--- src/rtl/tpsr_pkg.sv ---
// Purpose: Constants for the tile processor status register bank.
// Assumes: Registers are numbered words reached by status read/write instructions.
// Notes:   Field positions, reset values and timing counts live here only.
package tpsr_pkg;
	// Register numbers
	localparam logic [7:0] TPSR_REG_TILE_CTRL   = 8'h02;
	localparam logic [7:0] TPSR_REG_BOOT_STAT   = 8'h03;
	localparam logic [7:0] TPSR_REG_SECURITY    = 8'h05;
	localparam logic [7:0] TPSR_REG_ROSC_CTRL   = 8'h06;
	localparam logic [7:0] TPSR_REG_ROSC_FIRST  = 8'h07;
	localparam logic [7:0] TPSR_REG_ROSC_LAST   = 8'h0a;
	localparam logic [7:0] TPSR_REG_MEM_SIZE    = 8'h0c;
	localparam logic [7:0] TPSR_REG_DBG_STATUS  = 8'h10;
	// Resource identifier form used by software
	localparam int         TPSR_RES_SHIFT       = 8;
	localparam logic [7:0] TPSR_RES_TYPE        = 8'h0b;
	// Tile control fields
	localparam int TPSR_TC_DLY_LSB   = 18;
	localparam int TPSR_TC_DLY_MSB   = 25;
	localparam int TPSR_TC_DIV_LSB   = 9;
	localparam int TPSR_TC_DIV_MSB   = 17;
	localparam int TPSR_TC_RGMII_EN  = 8;
	localparam int TPSR_TC_DYN_MODE  = 5;
	localparam int TPSR_TC_LP_EN     = 4;
	localparam int TPSR_TC_UTMI_SEL  = 2;
	localparam int TPSR_TC_ULPI_EN   = 1;
	localparam logic [31:0] TPSR_TC_WMASK = 32'h03ff_ff36;
	localparam logic [31:0] TPSR_TC_RESET = 32'h0000_0000;
	// Boot status fields
	localparam logic [31:0] TPSR_BOOT_MASK = 32'h00ff_013f;
	// Security fields
	localparam int TPSR_SEC_LOCK     = 31;
	localparam int TPSR_SEC_DBG_OFF  = 14;
	localparam int TPSR_SEC_OTP_ALL  = 12;
	localparam int TPSR_SEC_OTP_LSB  = 8;
	localparam int TPSR_SEC_OTP_MSB  = 11;
	localparam int TPSR_SEC_OTP_RED  = 7;
	localparam int TPSR_SEC_OTP_BOOT = 5;
	localparam int TPSR_SEC_JTAG_CFG = 4;
	localparam int TPSR_SEC_JTAG_TAP = 0;
	localparam logic [31:0] TPSR_SEC_MASK  = 32'h8000_5fb1;
	localparam logic [31:0] TPSR_SEC_RESET = 32'h0000_0000;
	// Ring oscillator control
	localparam int TPSR_RO_CORE_EN   = 1;
	localparam int TPSR_RO_PERI_EN   = 0;
	localparam logic [1:0] TPSR_RO_RESET = 2'h0;
	localparam int TPSR_RO_STOP_CYC  = 10;
	// Memory size field
	localparam logic [31:0] TPSR_MEM_MASK  = 32'hffff_fffc;
	// Saved status word fields
	localparam logic [31:0] TPSR_SSW_MASK  = 32'h0000_07df;
	localparam int TPSR_SSW_ISSUE    = 8;
	localparam logic [31:0] TPSR_SSW_RESET = 32'h0000_0000;
	// Divider counter resets
	localparam logic [8:0] TPSR_DIV_RESET  = 9'h000;
	localparam logic [7:0] TPSR_DLY_RESET  = 8'h00;
endpackage : tpsr_pkg

--- src/rtl/tpsr_regs.sv ---
// Purpose: Processor status register bank of a tile: control, boot, security,
//          ring oscillator counters, memory size and debug saved status.
// Assumes: Status accesses are single-cycle word requests from the core; pll side
//          logic runs on clk as well, advanced by pll_tick.
// Notes:   Ring counters are fed by oscillator toggles synchronised into clk.
// Behaviour
// - Delay transmit data by control bits 25:18
// - Transmit clock high at divider, low at half
// - RGMII ports connected only while bit 8
// - Bit 4 enables low-power clock divider
// - Bit 5 divides only when threads paused
// - Bit 2 selects UTMI, else ULPI
// - Bit 1 enables ULPI support module
// - Boot status read-only with listed fields
// - Security bit 31 blocks further writes
// - Lock OTP sectors per bits 11:8, 12
// - Bits 4,0,14 block JTAG config, TAP, debug
// - Bit 5 boots from OTP; bit 7 redundancy
// - Security register loaded from OTP word
// - Four oscillators; control bits start/stop them
// - Counts in 15:0 at registers 0x07-0x0A
// - Counts survive system reset
// - Oscillators asynchronous to tile clock
// - Memory size read-only in bits 31:2
// - Debug entry copies saved status word
// - Status bit 7 fast, bit 6 paused
// - Status bits 4..0 kernel, irq, events
// - Status bits 10, 9, read-only 8
// - Word reads and writes by status instructions
`timescale 1ns/100ps
module tpsr_regs
	import tpsr_pkg::*;
(
	input  wire logic        clk,            // Tile core clock
	input  wire logic        rst,            // Asynchronous reset, active high
	input  wire logic        ce,             // Clock enable, freezes all state
	input  wire logic        ps_wr,          // Status write strobe
	input  wire logic        ps_rd,          // Status read strobe
	input  wire logic [7:0]  ps_num,         // Register number
	input  wire logic [31:0] ps_wdata,       // Write data
	input  wire logic        debug_only_read_write, // Debug mode write permission
	input  wire logic        dbg_entry,      // Debugger entry pulse
	input  wire logic [31:0] saved_status_word, // Thread status at entry
	input  wire logic [31:0] boot_status_in, // Boot straps and processor number
	input  wire logic        otp_valid,      // Security word from OTP is valid
	input  wire logic [31:0] otp_security,   // Security word read from OTP
	input  wire logic [31:0] mem_size_bytes, // Memory size in bytes
	input  wire logic        pll_tick,       // One pulse per PLL output cycle
	input  wire logic        threads_paused, // All active threads paused
	input  wire logic [3:0]  rosc_toggle,    // Raw oscillator toggles, asynchronous
	input  wire logic        rgmii_txd_in,   // Transmit data before delay
	output logic [31:0]      ps_rdata,       // Read data
	output logic             ps_ack,         // Access done, one cycle
	output logic             rgmii_txd,      // Delayed transmit data
	output logic             rgmii_txc,      // Transmit clock
	output logic             rgmii_port_en,  // RGMII connected to ports
	output logic             lp_clk_div_en,  // Low power division applied
	output logic             utmi_sel,       // 1 UTMI, 0 ULPI
	output logic             ulpi_en,        // ULPI support enabled
	output logic [3:0]       otp_sector_lock,// Per-sector OTP lock
	output logic             jtag_cfg_block, // JTAG to PLL/boot regs blocked
	output logic             jtag_tap_block, // JTAG debug TAP blocked
	output logic             global_dbg_block, // Global debug blocked
	output logic             otp_boot,       // Boot image from OTP
	output logic             otp_redundancy, // OTP redundancy enabled
	output logic [1:0]       rosc_run        // Core, peripheral oscillator enables
);

	// All state of the bank except the oscillator counts
	typedef struct packed {
		logic [31:0] tile_ctrl;   // Tile control
		logic [31:0] security;    // Security configuration
		logic [1:0]  rosc_ctrl;   // Oscillator enables
		logic [31:0] dbg_status;  // Captured saved status word
		logic [31:0] rdata;       // Read data register
		logic        ack;         // Access done
		logic [8:0]  div_cnt;     // Transmit clock counter
		logic        txc;         // Transmit clock
		logic [255:0] dly_line;   // Transmit data delay line
		logic        txd;         // Delayed data
		logic [3:0]  sync1;       // Oscillator sync stage one
		logic [3:0]  sync2;       // Oscillator sync stage two
		logic [3:0]  sync3;       // Edge history
		logic        lp_en;       // Low power division applied
		logic [3:0]  sec_lock;    // Registered per-sector OTP lock
	} tpsr_state_t;

	tpsr_state_t s_q;              // Registered state
	tpsr_state_t s_d;              // Next state
	// Counts power up at zero and are never reset, so a system reset cannot clear them
	logic [15:0] rosc_cnt_q [4] = '{default: 16'h0000};
	logic [3:0]  rosc_edge;        // Counted oscillator edges
	logic [7:0]  dly_sel;          // Delay field
	logic [8:0]  div_val;          // Divider field

	assign dly_sel = s_q.tile_ctrl[TPSR_TC_DLY_MSB:TPSR_TC_DLY_LSB];
	assign div_val = s_q.tile_ctrl[TPSR_TC_DIV_MSB:TPSR_TC_DIV_LSB];
	assign rosc_edge = s_q.sync2 ^ s_q.sync3;

	// Next state of the bank
	always_comb begin
		s_d = s_q;
		s_d.ack = 1'b0;
		// Word reads, reserved bits masked to zero
		if (ps_rd) begin
			s_d.ack = 1'b1;
			if (ps_num == TPSR_REG_TILE_CTRL) begin
				s_d.rdata = s_q.tile_ctrl & TPSR_TC_WMASK;
			end else if (ps_num == TPSR_REG_BOOT_STAT) begin
				s_d.rdata = boot_status_in & TPSR_BOOT_MASK;
			end else if (ps_num == TPSR_REG_SECURITY) begin
				s_d.rdata = s_q.security & TPSR_SEC_MASK;
			end else if (ps_num == TPSR_REG_ROSC_CTRL) begin
				s_d.rdata = {30'h0, s_q.rosc_ctrl};
			end else if (ps_num >= TPSR_REG_ROSC_FIRST && ps_num <= TPSR_REG_ROSC_LAST) begin
				s_d.rdata = {16'h0, rosc_cnt_q[2'(ps_num - TPSR_REG_ROSC_FIRST)]};
			end else if (ps_num == TPSR_REG_MEM_SIZE) begin
				s_d.rdata = mem_size_bytes & TPSR_MEM_MASK;
			end else if (ps_num == TPSR_REG_DBG_STATUS) begin
				s_d.rdata = s_q.dbg_status & TPSR_SSW_MASK;
			end else begin
				s_d.rdata = 32'h0000_0000; // Unmapped reads zero
			end
		end
		// Word writes; read-only registers ignore them
		if (ps_wr) begin
			s_d.ack = 1'b1;
			if (ps_num == TPSR_REG_TILE_CTRL) begin
				s_d.tile_ctrl = ps_wdata & TPSR_TC_WMASK;
			end else if (ps_num == TPSR_REG_SECURITY) begin
				if (!s_q.security[TPSR_SEC_LOCK]) begin
					s_d.security = ps_wdata & TPSR_SEC_MASK;
				end
			end else if (ps_num == TPSR_REG_ROSC_CTRL) begin
				s_d.rosc_ctrl = ps_wdata[1:0];
			end else if (ps_num == TPSR_REG_DBG_STATUS && debug_only_read_write) begin
				// Issue mode bit 8 stays read-only
				s_d.dbg_status = (ps_wdata & TPSR_SSW_MASK & ~(32'h1 << TPSR_SSW_ISSUE))
					| (s_q.dbg_status & (32'h1 << TPSR_SSW_ISSUE));
			end
		end
		// Debug entry capture wins over a software write in the same cycle
		if (dbg_entry) begin
			s_d.dbg_status = saved_status_word & TPSR_SSW_MASK;
		end
		// OTP load of the security word; a later load is refused once locked
		if (otp_valid && !s_q.security[TPSR_SEC_LOCK]) begin
			s_d.security = otp_security & TPSR_SEC_MASK;
		end
		// Sector locks taken from the next security word so the pins leave a flip-flop
		s_d.sec_lock = s_d.security[TPSR_SEC_OTP_MSB:TPSR_SEC_OTP_LSB]
			| {4{s_d.security[TPSR_SEC_OTP_ALL]}};
		// PLL-rate logic: transmit clock and delay line
		if (pll_tick) begin
			if (s_q.div_cnt >= div_val) begin
				s_d.div_cnt = TPSR_DIV_RESET;
			end else begin
				s_d.div_cnt = s_q.div_cnt + 9'h001;
			end
			if (s_q.div_cnt == div_val) begin
				s_d.txc = 1'b1;
			end else if (s_q.div_cnt == (div_val >> 1)) begin
				s_d.txc = 1'b0;
			end
			s_d.dly_line = {s_q.dly_line[254:0], rgmii_txd_in};
			s_d.txd = (dly_sel == TPSR_DLY_RESET) ? rgmii_txd_in : s_q.dly_line[dly_sel - 8'h01];
		end
		// Low power division, dynamic mode waits for all threads paused
		s_d.lp_en = s_q.tile_ctrl[TPSR_TC_LP_EN]
			&& (!s_q.tile_ctrl[TPSR_TC_DYN_MODE] || threads_paused);
		// Oscillator toggles into clk domain
		s_d.sync1 = rosc_toggle;
		s_d.sync2 = s_q.sync1;
		s_d.sync3 = s_q.sync2;
	end

	// Register the state
	always_ff @(posedge clk or posedge rst) begin
		if (rst) begin
			s_q <= '0;
			s_q.tile_ctrl <= TPSR_TC_RESET;
			s_q.security <= TPSR_SEC_RESET;
			s_q.rosc_ctrl <= TPSR_RO_RESET;
			s_q.dbg_status <= TPSR_SSW_RESET;
		end else if (ce) begin
			s_q <= s_d;
		end
	end

	// Counters have no reset so counts survive a system reset
	genvar gi;
	generate
		for (gi = 0; gi < 4; gi++) begin : g_rosc
			always_ff @(posedge clk) begin
				if (ce && rosc_edge[gi] && s_q.rosc_ctrl[gi < 2 ? TPSR_RO_CORE_EN : TPSR_RO_PERI_EN]) begin
					rosc_cnt_q[gi] <= rosc_cnt_q[gi] + 16'h0001;
				end
			end
		end
	endgenerate

	// Outputs straight from flip-flops
	assign ps_rdata         = s_q.rdata;
	assign ps_ack           = s_q.ack;
	assign rgmii_txd        = s_q.txd;
	assign rgmii_txc        = s_q.txc;
	assign rgmii_port_en    = s_q.tile_ctrl[TPSR_TC_RGMII_EN];
	assign lp_clk_div_en    = s_q.lp_en;
	assign utmi_sel         = s_q.tile_ctrl[TPSR_TC_UTMI_SEL];
	assign ulpi_en          = s_q.tile_ctrl[TPSR_TC_ULPI_EN];
	assign otp_sector_lock  = s_q.sec_lock;
	assign jtag_cfg_block   = s_q.security[TPSR_SEC_JTAG_CFG];
	assign jtag_tap_block   = s_q.security[TPSR_SEC_JTAG_TAP];
	assign global_dbg_block = s_q.security[TPSR_SEC_DBG_OFF];
	assign otp_boot         = s_q.security[TPSR_SEC_OTP_BOOT];
	assign otp_redundancy   = s_q.security[TPSR_SEC_OTP_RED];
	assign rosc_run         = s_q.rosc_ctrl;

	// Assertions
	a_sec_lock_hold: assert property (@(posedge clk) disable iff (rst)
		ce && s_q.security[TPSR_SEC_LOCK] && !otp_valid |=> s_q.security == $past(s_q.security))
		else $error("security changed while locked");
	a_ack_follows: assert property (@(posedge clk) disable iff (rst)
		ce && (ps_rd || ps_wr) |=> ps_ack)
		else $error("access not acknowledged");
	a_dbg_capture: assert property (@(posedge clk) disable iff (rst)
		ce && dbg_entry |=> s_q.dbg_status == ($past(saved_status_word) & TPSR_SSW_MASK))
		else $error("saved status not captured");
	a_ctrl_reserved: assert property (@(posedge clk) disable iff (rst)
		(s_q.tile_ctrl & ~TPSR_TC_WMASK) == 32'h0)
		else $error("reserved control bit set");
	a_lp_static: assert property (@(posedge clk) disable iff (rst)
		ce && s_q.tile_ctrl[TPSR_TC_LP_EN] && !s_q.tile_ctrl[TPSR_TC_DYN_MODE] |=> lp_clk_div_en)
		else $error("static division not applied");
	a_lp_dynamic: assert property (@(posedge clk) disable iff (rst)
		ce && s_q.tile_ctrl[TPSR_TC_DYN_MODE] && !threads_paused |=> !lp_clk_div_en)
		else $error("dynamic division applied while running");
	a_otp_lock_all: assert property (@(posedge clk) disable iff (rst)
		s_q.security[TPSR_SEC_OTP_ALL] |-> otp_sector_lock == 4'hf)
		else $error("sector unlocked under lock all");
	a_txc_high: assert property (@(posedge clk) disable iff (rst)
		ce && pll_tick && s_q.div_cnt == div_val |=> rgmii_txc)
		else $error("transmit clock not high at divider");
	a_boot_ro: assert property (@(posedge clk) disable iff (rst)
		ce && ps_rd && ps_num == TPSR_REG_BOOT_STAT |=> ps_rdata == ($past(boot_status_in) & TPSR_BOOT_MASK))
		else $error("boot status mismatch");

endmodule : tpsr_regs

--- config.mk ---
export PLATFORM = sky130hd
export DESIGN_NAME = tpsr_regs
export DESIGN_NICKNAME = d
export VERILOG_FILES = /design/src/rtl/tpsr_pkg.sv /design/src/rtl/tpsr_regs.sv
export SDC_FILE = /design/constraint.sdc
export NUM_CORES = 1
export LEC_CHECK = 0
export ABC_AREA = 1
export BUFFER_PORTS_ARGS = -buffer_cell sky130_fd_sc_hd__clkbuf_2
export CAP_MARGIN = 20
export CORE_MARGIN = 2
export CORE_UTILIZATION = 54
export DETAILED_ROUTE_END_ITERATION = 6
export HOLD_SLACK_MARGIN = 0.05
export PLACE_DENSITY = 0.84
export SLEW_MARGIN = 25
export SYNTH_ARGS = -nofsm -noshare
export SYNTH_HDL_FRONTEND = slang
export SYNTH_SLANG_ARGS = --single-unit
--- constraint.sdc ---
create_clock -name clk -period 11.4 [get_ports clk]
set_input_delay 2.28 -clock clk [delete_from_list [all_inputs] [get_ports clk]]
set_output_delay 2.28 -clock clk [all_outputs]
set_load 0.1 [all_outputs]
* Word-level counts from Yosys, hierarchy flattened *
Memories as Yosys holds them, arrays and structs flattened.
Cells that the tools add are included.

cells by class
  add/subtract/negate cells = 7
  multiply operators = 0
  divide/modulo/power cells = 0
  order comparisons = 4
  equal/unequal tests = 13
  shift-type cells = 0
  muxes and demuxes = 33
  bitwise operators = 5
  reduce and logical (&&, ||, !) cells = 29

operators by type and width
  operator               count
  $mux 32                11
  $mux 66                2
  $add 16x1->16 const B  4
  $mux 34                1
  $mux 11                2
  $eq 8x2->1 const B     2
  $eq 8x3->1 const B     2
  $mux 1                 14
  $logic_and 1x1->1      12
  $or 11x9->11           1
  $reduce_and 5->1       2
  $reduce_bool 2->1      5
  $add 9x1->9 const B    1
  $eq 9x8->1             1
  $eq 9x9->1             1
  $ge 9x9->1             1
  $lt 8x9->1 const B     1
  $mux 9                 1
  $bmux 1 s8             1
  $eq 8x4->1 const B     1
  $eq 8x5->1 const B     1
  $ge 8x3->1 const B     1
  $le 8x4->1 const B     1
  $logic_not 8->1        1
  14 further kinds       21

storage, ports and cells
  register bits after elaboration = 368
  bits in latches = 0
  memory bits (writable) = 64
  memory bits (read-only) = 0
  input bits = 183
  output and inout port bits = 50
  word-level logic and storage cells = 109
  memories = 1

memory list
  memory      depth  width  rd ports  clocked after Yosys merged registers in  write ports  RTL line         text
  rosc_cnt_q  4      16     5         0                                        4            tpsr_regs.sv:91  logic [15:0] rosc_cnt_q [4] = '{default: 16'h0000};

* Logic depth before layout (Yosys ltp) *
Gate-level depths: netlist (run 1).

  depth after elaboration = 9
  depth in mapped cells = 19
  depth with buffers taken out = 15

* Worst setup path before layout (run 1) *
Ideal clock, no wire load.

  kind = input port to flip-flop
  start = in ps_num[0]
  end = reg s_q (netlist bit ps_rdata[4])
  library setup time = 130 ps
  data arrival time = 4122 ps
  data required time = 11270 ps
  setup slack = 7148 ps
  stages = 13
  path buffers = 3
  cells stage by stage = clkbuf_1 > inv_1 > clkbuf_1 > ha_1 > inv_2 > clkbuf_1 > o21ai_0 > o21ai_0 > nand2_1 > nand3_1 > nand3_1 > o211ai_1 > nand3_1

between the ends
  word-level cells in the longest chain between the ends = 8
  elaborated cells on any way between the ends = 18
  classes of those cells = add/sub: 1; order compare: 2; eq/ne: 6; mux: 7; reduce/logical: 1; memory: 1

ends and longest elaborated chain
  what                                                  RTL line          text
  start: declaration                                    tpsr_regs.sv:39   input wire logic [7:0] ps_num,
  branches (longest 7 deep; another with $mem_v2 4x16)  --
  $mux 32 (*)                                           tpsr_regs.sv:107  if (ps_num == TPSR_REG_TILE_CTRL) begin
  end: declaration                                      tpsr_regs.sv:88   tpsr_state_t s_q;

Every way passes the cells marked *.
A chain may end at the register's enable or synchronous reset.

* Worst setup path after layout (run 1) *
  start = in ps_num[0]
  end = reg s_q (netlist bit ps_rdata[14])

between the ends
  word-level cells in the longest chain between the ends = 7
  elaborated cells on any way between the ends = 16
  classes of those cells = add/sub: 1; order compare: 2; eq/ne: 5; mux: 6; reduce/logical: 1; memory: 1

ends and longest elaborated chain
  what                                        RTL line          text
  $sub 2x2->2, or another cell as far along   tpsr_regs.sv:116  s_d.rdata = {16'h0, rosc_cnt_q[2'(ps_num - TPSR_REG_ROSC_FIRST)]};
  $mem_v2 4x16, or another cell as far along  --
  $mux 32                                     tpsr_regs.sv:115  end else if (ps_num >= TPSR_REG_ROSC_FIRST && ps_num <= TPSR_REG_ROSC_LAST) begin
  $mux 32                                     tpsr_regs.sv:113  end else if (ps_num == TPSR_REG_ROSC_CTRL) begin
  $mux 32                                     tpsr_regs.sv:111  end else if (ps_num == TPSR_REG_SECURITY) begin
  $mux 32                                     tpsr_regs.sv:109  end else if (ps_num == TPSR_REG_BOOT_STAT) begin
  $mux 32 (*)                                 tpsr_regs.sv:107

Mark *: on every way between the ends. The rest lies on a longest branch, timed or not.

==> results.cfg, run 1 <==
[run_status]
status = completed

[run]
max_cap_violations = 0

[clocking]
path_clk_slew_ns = 0.06
clk_latency_ns = 0.58
post_cts_buffers = 0
ctsHoldBuffers = 0
root_buffer = clkbuf_16
cts_resized = 0
h-tree-depth = 2
cts_tree = done
clock_path_buffers = 3
cts_sinks = 426
cts_buffers = 45

[worst_setup_path]
path_class = in2reg
cp_max_fo = 36
start_kind = input port
worstPathRequired_ns = 11.87
worstPathArrival_ns = 5.67
r2r_cells = 15
crit_path_end_kind = flop

[pwr]
clkPwrFrac_pct = 36.0
switching_share_pct = 30.6
power-per-cell-area_mw_per_mm2 = 172
power.internal_uw = 2830
total_power_uw = 4080
power_leakage_uw = 0.0113
p_switching_uw = 1250
p_seq_share_pct = 46.8
ir_worst_vdd_v = 0.000159
power_frac_comb_pct = 17.1

[routing]
drt_wl_total_um = 55500
vias_per_cell = 5.65
drt_iter0_markers = 1650
dr.pass1.iters = 6
ant_nets = 0
drc = 0
via_count = 18200
routedWlPerCell_um = 17.2

[sta]
rsz0062_at_grt = false
worst_pin_slew_ns = 0.976
relSlewSlack_pct = 34.9
tns_ns = 0
period_minus_slack_ns = 5.20
final_hold_viol_count = 0
max_freq_mhz = 192
finClkSkew_ns = 0.0243
drv_slew = 0
min_period_over_period_pct = 45.7
finalSetupViolCount = 0

[final_layout]
nets = 2869
ff_latch_area_mm2 = 0.0110
multi_input_area_mm2 = 0.00838
area_growth_pct = 10.7
antenna_cells = 0
fin_cells = 3227
final_core_util_pct = 60.2
drive_gt1_share_pct = 11.0
fillCellCount = 3316

[global_route]
grt_pass1_wl_um = 89900
grt_pass1_vias = 17900
grt-ovfl-total = 0
grt_max_degree = 124
grtUsageTotal_pct = 27.0
grt_antenna_before_repair = 0

[place]
place_congestion = 0.986
dp.cells = 3145
portBuffers = 165
dp.final_hpwl_um = 35900

[synthesis]
synth_warnings = 0
netlist_instances = 2615
synth_seq_cells = 426
yosysSeqAreaShare_pct = 51.2
synth_area_mm2 = 0.0215
syn_nets = 2817
avgSynthCellArea_um2 = 8.20
synth_cell_types = 52
synth-main-ff-cell = dfrtp_1
async_flop_share_pct = 85.0
synth-edff-count = 64

[die]
fp.dieW_um = 203
dieArea_mm2 = 0.0413
row_count = 73
die_h_um = 203
start_util_pct = 54.4
core_area_mm2 = 0.0395
ioPinCount = 233

[worst_hold_path]
whs_path_depth = 2
min_path_type = reg2reg
## synth_stat cells, drive strengths merged (20+ instances only)
cell type  instances  area share, %
clkbuf            87            1.5
edfxtp            64            9.0
nor3              20           0.66
a21oi             81            1.9
buf               95            2.7
inv              317            5.6
nor2             105            1.9
o211ai            69            2.4
nand3            257            6.1
nand2            646             11
o21ai            353            8.2
xor2              61            2.7
dfrtp            362             42
## worst max-delay path: stages
cell and delay (ns):
clkbuf_2 0.53, inv_1 0.62, ha_1 0.83, inv_2 0.27
a21oi_1 0.18, nand2_1 0.08, o21ai_0 0.22, o21ai_0 0.18
a22oi_1 0.24, nand2_1 0.08, o21ai_0 0.10, inv_1 0.06
## metal layers
layer	vias to the layer above	GRT usage, %	share of wire (%)
li1	8599	-	-
met1	8681	33.9	39
met2	803	43.9	47
met3	155	6.46	8.6
met4	0	13.3	4.8
met5	-	0	0
## registers in the layout, indices dropped and copies added, names as in the netlist, 2 cells and up
signal,cells
s_d,8
rosc_run,2
s_q,287
rosc_cnt_q,64
div_val,9
ps_rdata,32
otp_sector_lock,4
dly_sel,8
## layout make-up
class | instances | share of cell area [%]
timing repair buffer | 187 | 4.29
inverter | 320 | 5.10
clock inverter | 21 | 0.912
tap | 525 | 2.77
multi-input combinational | 1687 | 35.3
sequential | 426 | 46.3
clock buffer | 61 | 5.34
## placed cells by master (no fill, tap or decap), types with 4 or more instances in the layout
master	count
a21oi_1	80
a31oi_1	13
buf_4	19
clkbuf_1	9
clkbuf_16	46
clkbuf_2	165
clkbuf_8	6
clkinv_1	6
clkinv_2	10
dfrtp_1	361
edfxtp_1	64
ha_1	18
inv_1	305
inv_2	9
nand2_1	644
nand3_1	251
nand3_2	6
nand4_1	14
nor2_1	102
nor3_1	13
nor3_2	6
nor4_1	4
o211ai_1	69
o21ai_0	350
o22ai_1	9
xnor2_1	6
xor2_1	58
## logic make-up (layout without fill, tap and decap cells)
| group | count (synthesis) | count (layout) | synth area share [%] |
|---|---|---|---|
| buffers and inverters | 502 | 589 | 9.83 |
| XOR/XNOR | 68 | 68 | 3.02 |
| flip-flops | 426 | 426 | 51.2 |
| multiplexers | 3 | 3 | 0.157 |
| AO/OA/AOI/OAI | 548 | 548 | 14.1 |
| AND/OR/NAND/NOR | 1049 | 1049 | 20.6 |
| adder cells (fa/ha/maj) | 19 | 19 | 1.11 |
## final timing paths
| path | startpoint | endpoint | slack, ns |
|---|---|---|---|
| setup reg to reg | dly_sel[0] | rgmii_txd | 7.75 |
| max in group asynchronous | rst | s_q[195] | 7.00 |
| setup / recovery | ps_num[0] | ps_rdata[14] | 6.20 |
| hold reg to reg | s_q[273] | s_q[273] | 0.48 |
| min in group asynchronous | rst | ps_rdata[29] | 1.96 |
| hold / removal | s_q[273] | s_q[273] | 0.48 |
## power groups by stage
stage,clock network (uW),registers (uW),logic (uW)
2_1_floorplan,0,1900,542
3_3_place_gp,0,1920,652
3_5_place_dp,0,1930,687
4_1_cts,1480,1910,696
5_1_grt,1550,1930,793
6_report,1470,1910,697
## stage by stage
| stage | hold WS (ns) | setup slack [ns] | instance area (um^2) |
|---|---|---|---|
| after floorplan | 0.442 | 4.27 | 21500 |
| after global placement | 0.457 | 5.82 | 22200 |
| after detailed placement | 0.462 | 5.78 | 22200 |
| after CTS | 0.478 | 6.38 | 23700 |
| after global routing | 0.493 | 5.97 | 23700 |
| final | 0.477 | 6.20 | 23700 |
Note: power is estimated with default switching activity, not from simulation.
==> inputs of run 2 (changes only) <==
- CORE_UTILIZATION: 54 -> 55
- PLACE_DENSITY: 0.84 -> 0.82
- clock period: 11.4 -> 4.95 ns (I/O delays scaled with it)
==> run 2 against run 1 <==
Non-clock buffer count is 5 higher. First-iteration DRC count is 1.1% lower. Cell count hardly changed. Clock-buffer cell count is 4 higher. Flip-flop and latch count stayed put. Final area is 0.66% higher. Register-to-register slack worse by 6.4 ns. Wire length is 0.91% lower. Worst hold slack worse by 0.0054 ns. Largest cell class unchanged.
==> results.cfg, run 2 (same netlist as run 1, synthesis figures left out) <==
[worst_setup_path]
crit_path_end_kind = flop
slowest_delay_ns = 0.95
worstPathRequired_ns = 5.46
cp_slowest_cell = dfrtp_4
cp_max_fo = 73
crit_chain = clkinv_2, ha_2, inv_2, buf_4, o211ai_1, nand3_1, nand3_1, nand3_1, nand3_1, nand3_1, nand3_1, nand3_1, nand2_1, nand2_1
crit_path_frequent_cell = nand3_1
crit_buf_inv = 3
path_class = reg2reg
critical_path.top_delay_family = buffers and inverters
worstPathArrival_ns = 4.07
start_kind = flop

[pwr]
p_switching_uw = 2850
p_seq_share_pct = 45.9
ir_worst_vdd_v = 0.000350
power-per-cell-area_mw_per_mm2 = 401
power.internal_uw = 6730
power_frac_comb_pct = 16.8
switching_share_pct = 29.8
clkPwrFrac_pct = 37.3
power_leakage_uw = 0.0114

[die]
fp.dieW_um = 201
core_area_mm2 = 0.0386
dieArea_mm2 = 0.0406
ioPinCount = 233
start_util_pct = 55.6
row_count = 72
die_h_um = 201

[final_layout]
nets = 2874
drive_gt1_share_pct = 11.3
fin_cells = 3226
area_growth_pct = 11.4
final_core_util_pct = 62.0
mostFrequentLayoutCell = nand2_1
regMostFlops = s_q
fin_area_mm2 = 0.0239
fillCellCount = 3257
largest_reg_flops = 287
layout_common_cells = nand2_1, dfrtp_1, o21ai_0

[clocking]
clk_latency_ns = 0.58
ctsHoldBuffers = 0
cts_buffers = 45
post_cts_buffers = 0
clock_path_buffers = 3
root_buffer = clkbuf_16
cts_tree = done
h-tree-depth = 2
path_clk_slew_ns = 0.06
cts_sinks = 426
cts_resized = 0

[sta]
max_freq_mhz = 281
final_hold_viol_count = 0
worst_pin_slew_ns = 0.989
tns_ns = 0
rsz0062_at_grt = false
drv_slew = 0
whs_ns = 0.472
min_period_over_period_pct = 72.0
finClkSkew_ns = 0.0321
relSlewSlack_pct = 34.1
period_minus_slack_ns = 3.56
finalSetupViolCount = 0

[routing]
vias_per_cell = 5.59
drt_iter0_markers = 1632
routedWlPerCell_um = 17.0
ant_nets = 0
via_count = 18000
drc = 0
drt_wl_total_um = 55000
dr.pass1.iters = 6

[global_route]
grtUsageTotal_pct = 27.3
grt_antenna_before_repair = 1
grt_pass1_wl_um = 89900
grt-ovfl-total = 0
grt_max_degree = 273
grt_pass1_vias = 17700

[place]
place_congestion = 0.968
dp.final_hpwl_um = 35600
portBuffers = 165
place_area_mm2 = 0.0223
dp.cells = 3142

[worst_hold_path]
min_path_type = reg2reg

[run_status]
status = completed

[run]
max_cap_violations = 0
[run 2: layer usage]
metal	track usage, %	share of wire (%)	wire length [um]	vias to the layer above
li1	-	-	-	8603
met1	35.6	41	22300	8522
met2	44.1	47	25700	787
met3	6.15	8.5	4680	130
met4	11.8	4.1	2280	0
met5	0	0	0	-
[run 2: worst register-to-register path, stage by stage, from the launching register on]
cell and delay, ns:
dfrtp_4 0.95, clkinv_2 0.15, ha_2 0.32, inv_2 0.60, buf_4 0.43, o211ai_1 0.17
nand3_1 0.13, nand3_1 0.08, nand3_1 0.14, nand3_1 0.09, nand3_1 0.09, nand3_1 0.11
nand3_1 0.11, nand2_1 0.08, nand2_1 0.06
[run 2: power by group through the flow]
stage | sequential, uW | combinational [uW] | clock, uW
after detailed placement | 4440 | 1590 | 0
final | 4400 | 1610 | 3580
after global routing | 4450 | 1830 | 3760
after CTS | 4390 | 1610 | 3620
after floorplan | 4380 | 1250 | 0
after global placement | 4410 | 1520 | 0
[run 2: area by class of cell]
class,count,area (um^2),area share [%]
inverters,320,1210,5.06
well taps,518,648,2.71
clock inverters,17,251,1.05
multi-input cells,1687,8390,35.1
diodes,1,2.50,0.0105
flip-flops and latches,426,11000,46.0
clock buffers,65,1320,5.53
repair buffers,192,1090,4.56
[run 2: metrics by stage]
stage	total power [uW]	worst slack, ns
finish	9580	1.39
global route	10000	1.15
CTS	9610	1.42
detailed placement	6030	1.48
floorplan	5630	-0.894
global placement	5930	1.45
[run 2: final timing paths]
check / from / end / slack [ns] / cells past startpoint
min in group asynchronous: rst / s_q[244] / 0.64 / 3
hold / removal: s_q[272] / s_q[273] / 0.47 / 2
hold reg to reg: s_q[272] / s_q[273] / 0.47 / 2
setup reg to reg: dly_sel[0] / rgmii_txd / 1.39 / 14
setup / recovery: dly_sel[0] / rgmii_txd / 1.39 / 14
max in group asynchronous: rst / otp_sector_lock[1] / 3.23 / 4
==> inputs of run 3 (changes only) <==
- ABC_AREA: 1 -> 0
- CORE_UTILIZATION: 55 -> 53
- PLACE_DENSITY: 0.82 -> 0.83
- clock period: 4.95 -> 2.9 ns (I/O delays scaled with it)
==> run 3 against run 2 <==
Clock power rose by 58%. Global-route usage down 1.5 points. Register-to-register slack got worse by 1.2 ns. Critical path type unchanged. Sequential share of layout area up 0.084 points. Worst setup slack worse by 1.2 ns. Via count shrank 9.4%. Largest cell class unchanged.
==> results.cfg, run 3 <==
[run_status]
status = completed

[sta]
worst_pin_slew_ns = 1.02
relSlewSlack_pct = 31.2
finClkSkew_ns = 0.0203
period_minus_slack_ns = 2.74
min_period_over_period_pct = 94.5
final_hold_viol_count = 0
drv_slew = 0
max_freq_mhz = 365
setup_ws_ns = 0.161
finalSetupViolCount = 0
rsz0062_at_grt = false

[routing]
drc = 0
ant_nets = 0
drt_wl_total_um = 52500
via_count = 16400
drt_iter0_markers = 1673
vias_per_cell = 5.82
routedWlPerCell_um = 18.7
dr.pass1.iters = 6

[synthesis]
netlist_instances = 2129
yosysTopAreaCellShare_pct = 43.3
synth-main-ff-cell = dfrtp_1
synth_seq_cells = 426
yosysMostFrequentCell = nand2_1
avgSynthCellArea_um2 = 9.83
synth_area_mm2 = 0.0209
synth_warnings = 0
synth-edff-count = 64
synthTopCellsByArea = dfrtp_1, nand2_1, edfxtp_1
syn_nets = 2331
yosysSeqAreaShare_pct = 52.5
synth_cell_types = 69
yosysTopAreaCell = dfrtp_1
synth.top_cells.by_count = nand2_1, dfrtp_1, clkbuf_1
async_flop_share_pct = 85.0

[pwr]
ir_worst_vdd_v = 0.000621
power-per-cell-area_mw_per_mm2 = 588
power_leakage_uw = 0.0116

[worst_setup_path]
path_class = reg2reg
r2r_start = dly_sel[0]
r2r_cells = 9
regToRegEndpoint = rgmii_txd
worstPathRequired_ns = 3.34
worstPathArrival_ns = 3.17
crit_path_end_kind = flop
cp_max_fo = 8
start_kind = flop
rrSetupSlack_ns = 0.16

[die]
die_h_um = 203
core_area_mm2 = 0.0388
ioPinCount = 233
row_count = 72
start_util_pct = 53.9
fp.dieW_um = 203
dieArea_mm2 = 0.0411

[final_layout]
ff_latch_area_mm2 = 0.0110
antenna_cells = 0
layout_common_cells = nand2_1, dfrtp_1, clkbuf_2
area_growth_pct = 13.9
largest_reg_flops = 287
multi_input_area_mm2 = 0.00911
drive_gt1_share_pct = 19.6
regMostFlops = s_q
nets = 2461
fillCellCount = 2917
final_core_util_pct = 61.4
mostFrequentLayoutCell = nand2_1

[place]
place_congestion = 0.953
portBuffers = 165
dp_slack_ns = 0.106
dp.final_hpwl_um = 36900

[clocking]
clk_latency_ns = 0.56
post_cts_buffers = 0
h-tree-depth = 2
cts_sinks = 426
path_clk_slew_ns = 0.07
cts_buffers = 44
root_buffer = clkbuf_16
cts_tree = done
clock_path_buffers = 3

[global_route]
grt-ovfl-total = 0
grt_antenna_before_repair = 1
grt_max_degree = 89
grt_pass1_vias = 16300
grtUsageTotal_pct = 25.8
grt_pass1_wl_um = 85100

[worst_hold_path]
holdPathEnd = ps_rdata[20]
whs_path_depth = 3
min_from = mem_size_bytes[20]
min_path_type = in2reg

[run]
max_cap_violations = 0
==> run 3: cell count changes in the layout (fill, tap and decap cells not counted), sizes merged, moves of 42 or more <==
cell and change:
nor2 -57, nand2 +264, mux4 +80, xnor2 +42, a21oi -49, buf +48
inv -283, nand3 -206, o21ai -302, o211ai -62
==> run 3: critical path, cell delays in order (launching register included) <==
cell,delay [ns]
dfrtp_4,0.48
buf_4,0.17
or3_4,0.42
or3b_1,0.38
a221oi_1,0.31
nand4b_1,0.16
o22ai_1,0.12
a311o_1,0.33
mux2i_1,0.16
a211oi_1,0.09
==> run 3: per-stage QoR <==
stage | std cells | TNS (ns) | hold slack [ns] | total power, uW | cell area, um^2
after global placement | 2730 | 0 | 0.455 | 8380 | 22400
after detailed placement | 2730 | 0 | 0.470 | 8460 | 22400
after floorplan | 2129 | -917.40 | 0.441 | 7910 | 21000
after CTS | 2811 | 0 | 0.218 | 14100 | 23800
final | 2811 | 0 | 0.233 | 14000 | 23900
after global routing | 2811 | 0 | 0.238 | 14500 | 23900
==> run 3: layout make-up <==
type	count	area share, %
repair buffers	241	6.51
well taps	518	2.72
clock buffers	60	5.29
multi-input cells	1515	38.2
clock inverters	20	0.713
flip-flops and latches	426	46.1
inverters	31	0.504
==> run 3: what timing repair did <==
action	CTS	global route
endpoints found under the hold margin	11	0
hold buffers	1	0
resized for setup	0	4
endpoints found under the setup margin	0	2
==> run 3: metal layers <==
metal | up-vias | wire length (um) | GRT usage (%)
met5 | - | 14 | 0
met4 | 2 | 2170 | 10.5
met3 | 152 | 3830 | 4.33
met2 | 652 | 26000 | 42.6
met1 | 8143 | 20500 | 34.3
li1 | 7402 | - | -
==> run 3: logic make-up after synthesis <==
kind of cell / share of synthesized area, %
AND/OR/NAND/NOR: 21.3
flip-flops: 52.5
AO/OA/AOI/OAI: 6.22
buffers and inverters: 4.41
multiplexers: 11.3
XOR/XNOR: 3.18
adder cells (fa/ha/maj): 1.14
==> run 3: power breakdown <==
part	switching [uW]	internal, uW	total [uW]
registers	238	6270	6510
logic	1300	568	1870
clock network	2400	3240	5640
total	3940	10100	14000
==> run 3: worst max-delay path by stage <==
stage | cells after the start | end | start
after floorplan | 1 | div_val[0] | rst
after global placement | 10 | ps_rdata[8] | ps_num[0]
after detailed placement | 10 | s_q[277] | s_q[275]
after CTS | 10 | rgmii_txd | dly_sel[0]
after global routing | 9 | rgmii_txd | dly_sel[0]
final | 9 | rgmii_txd | dly_sel[0]
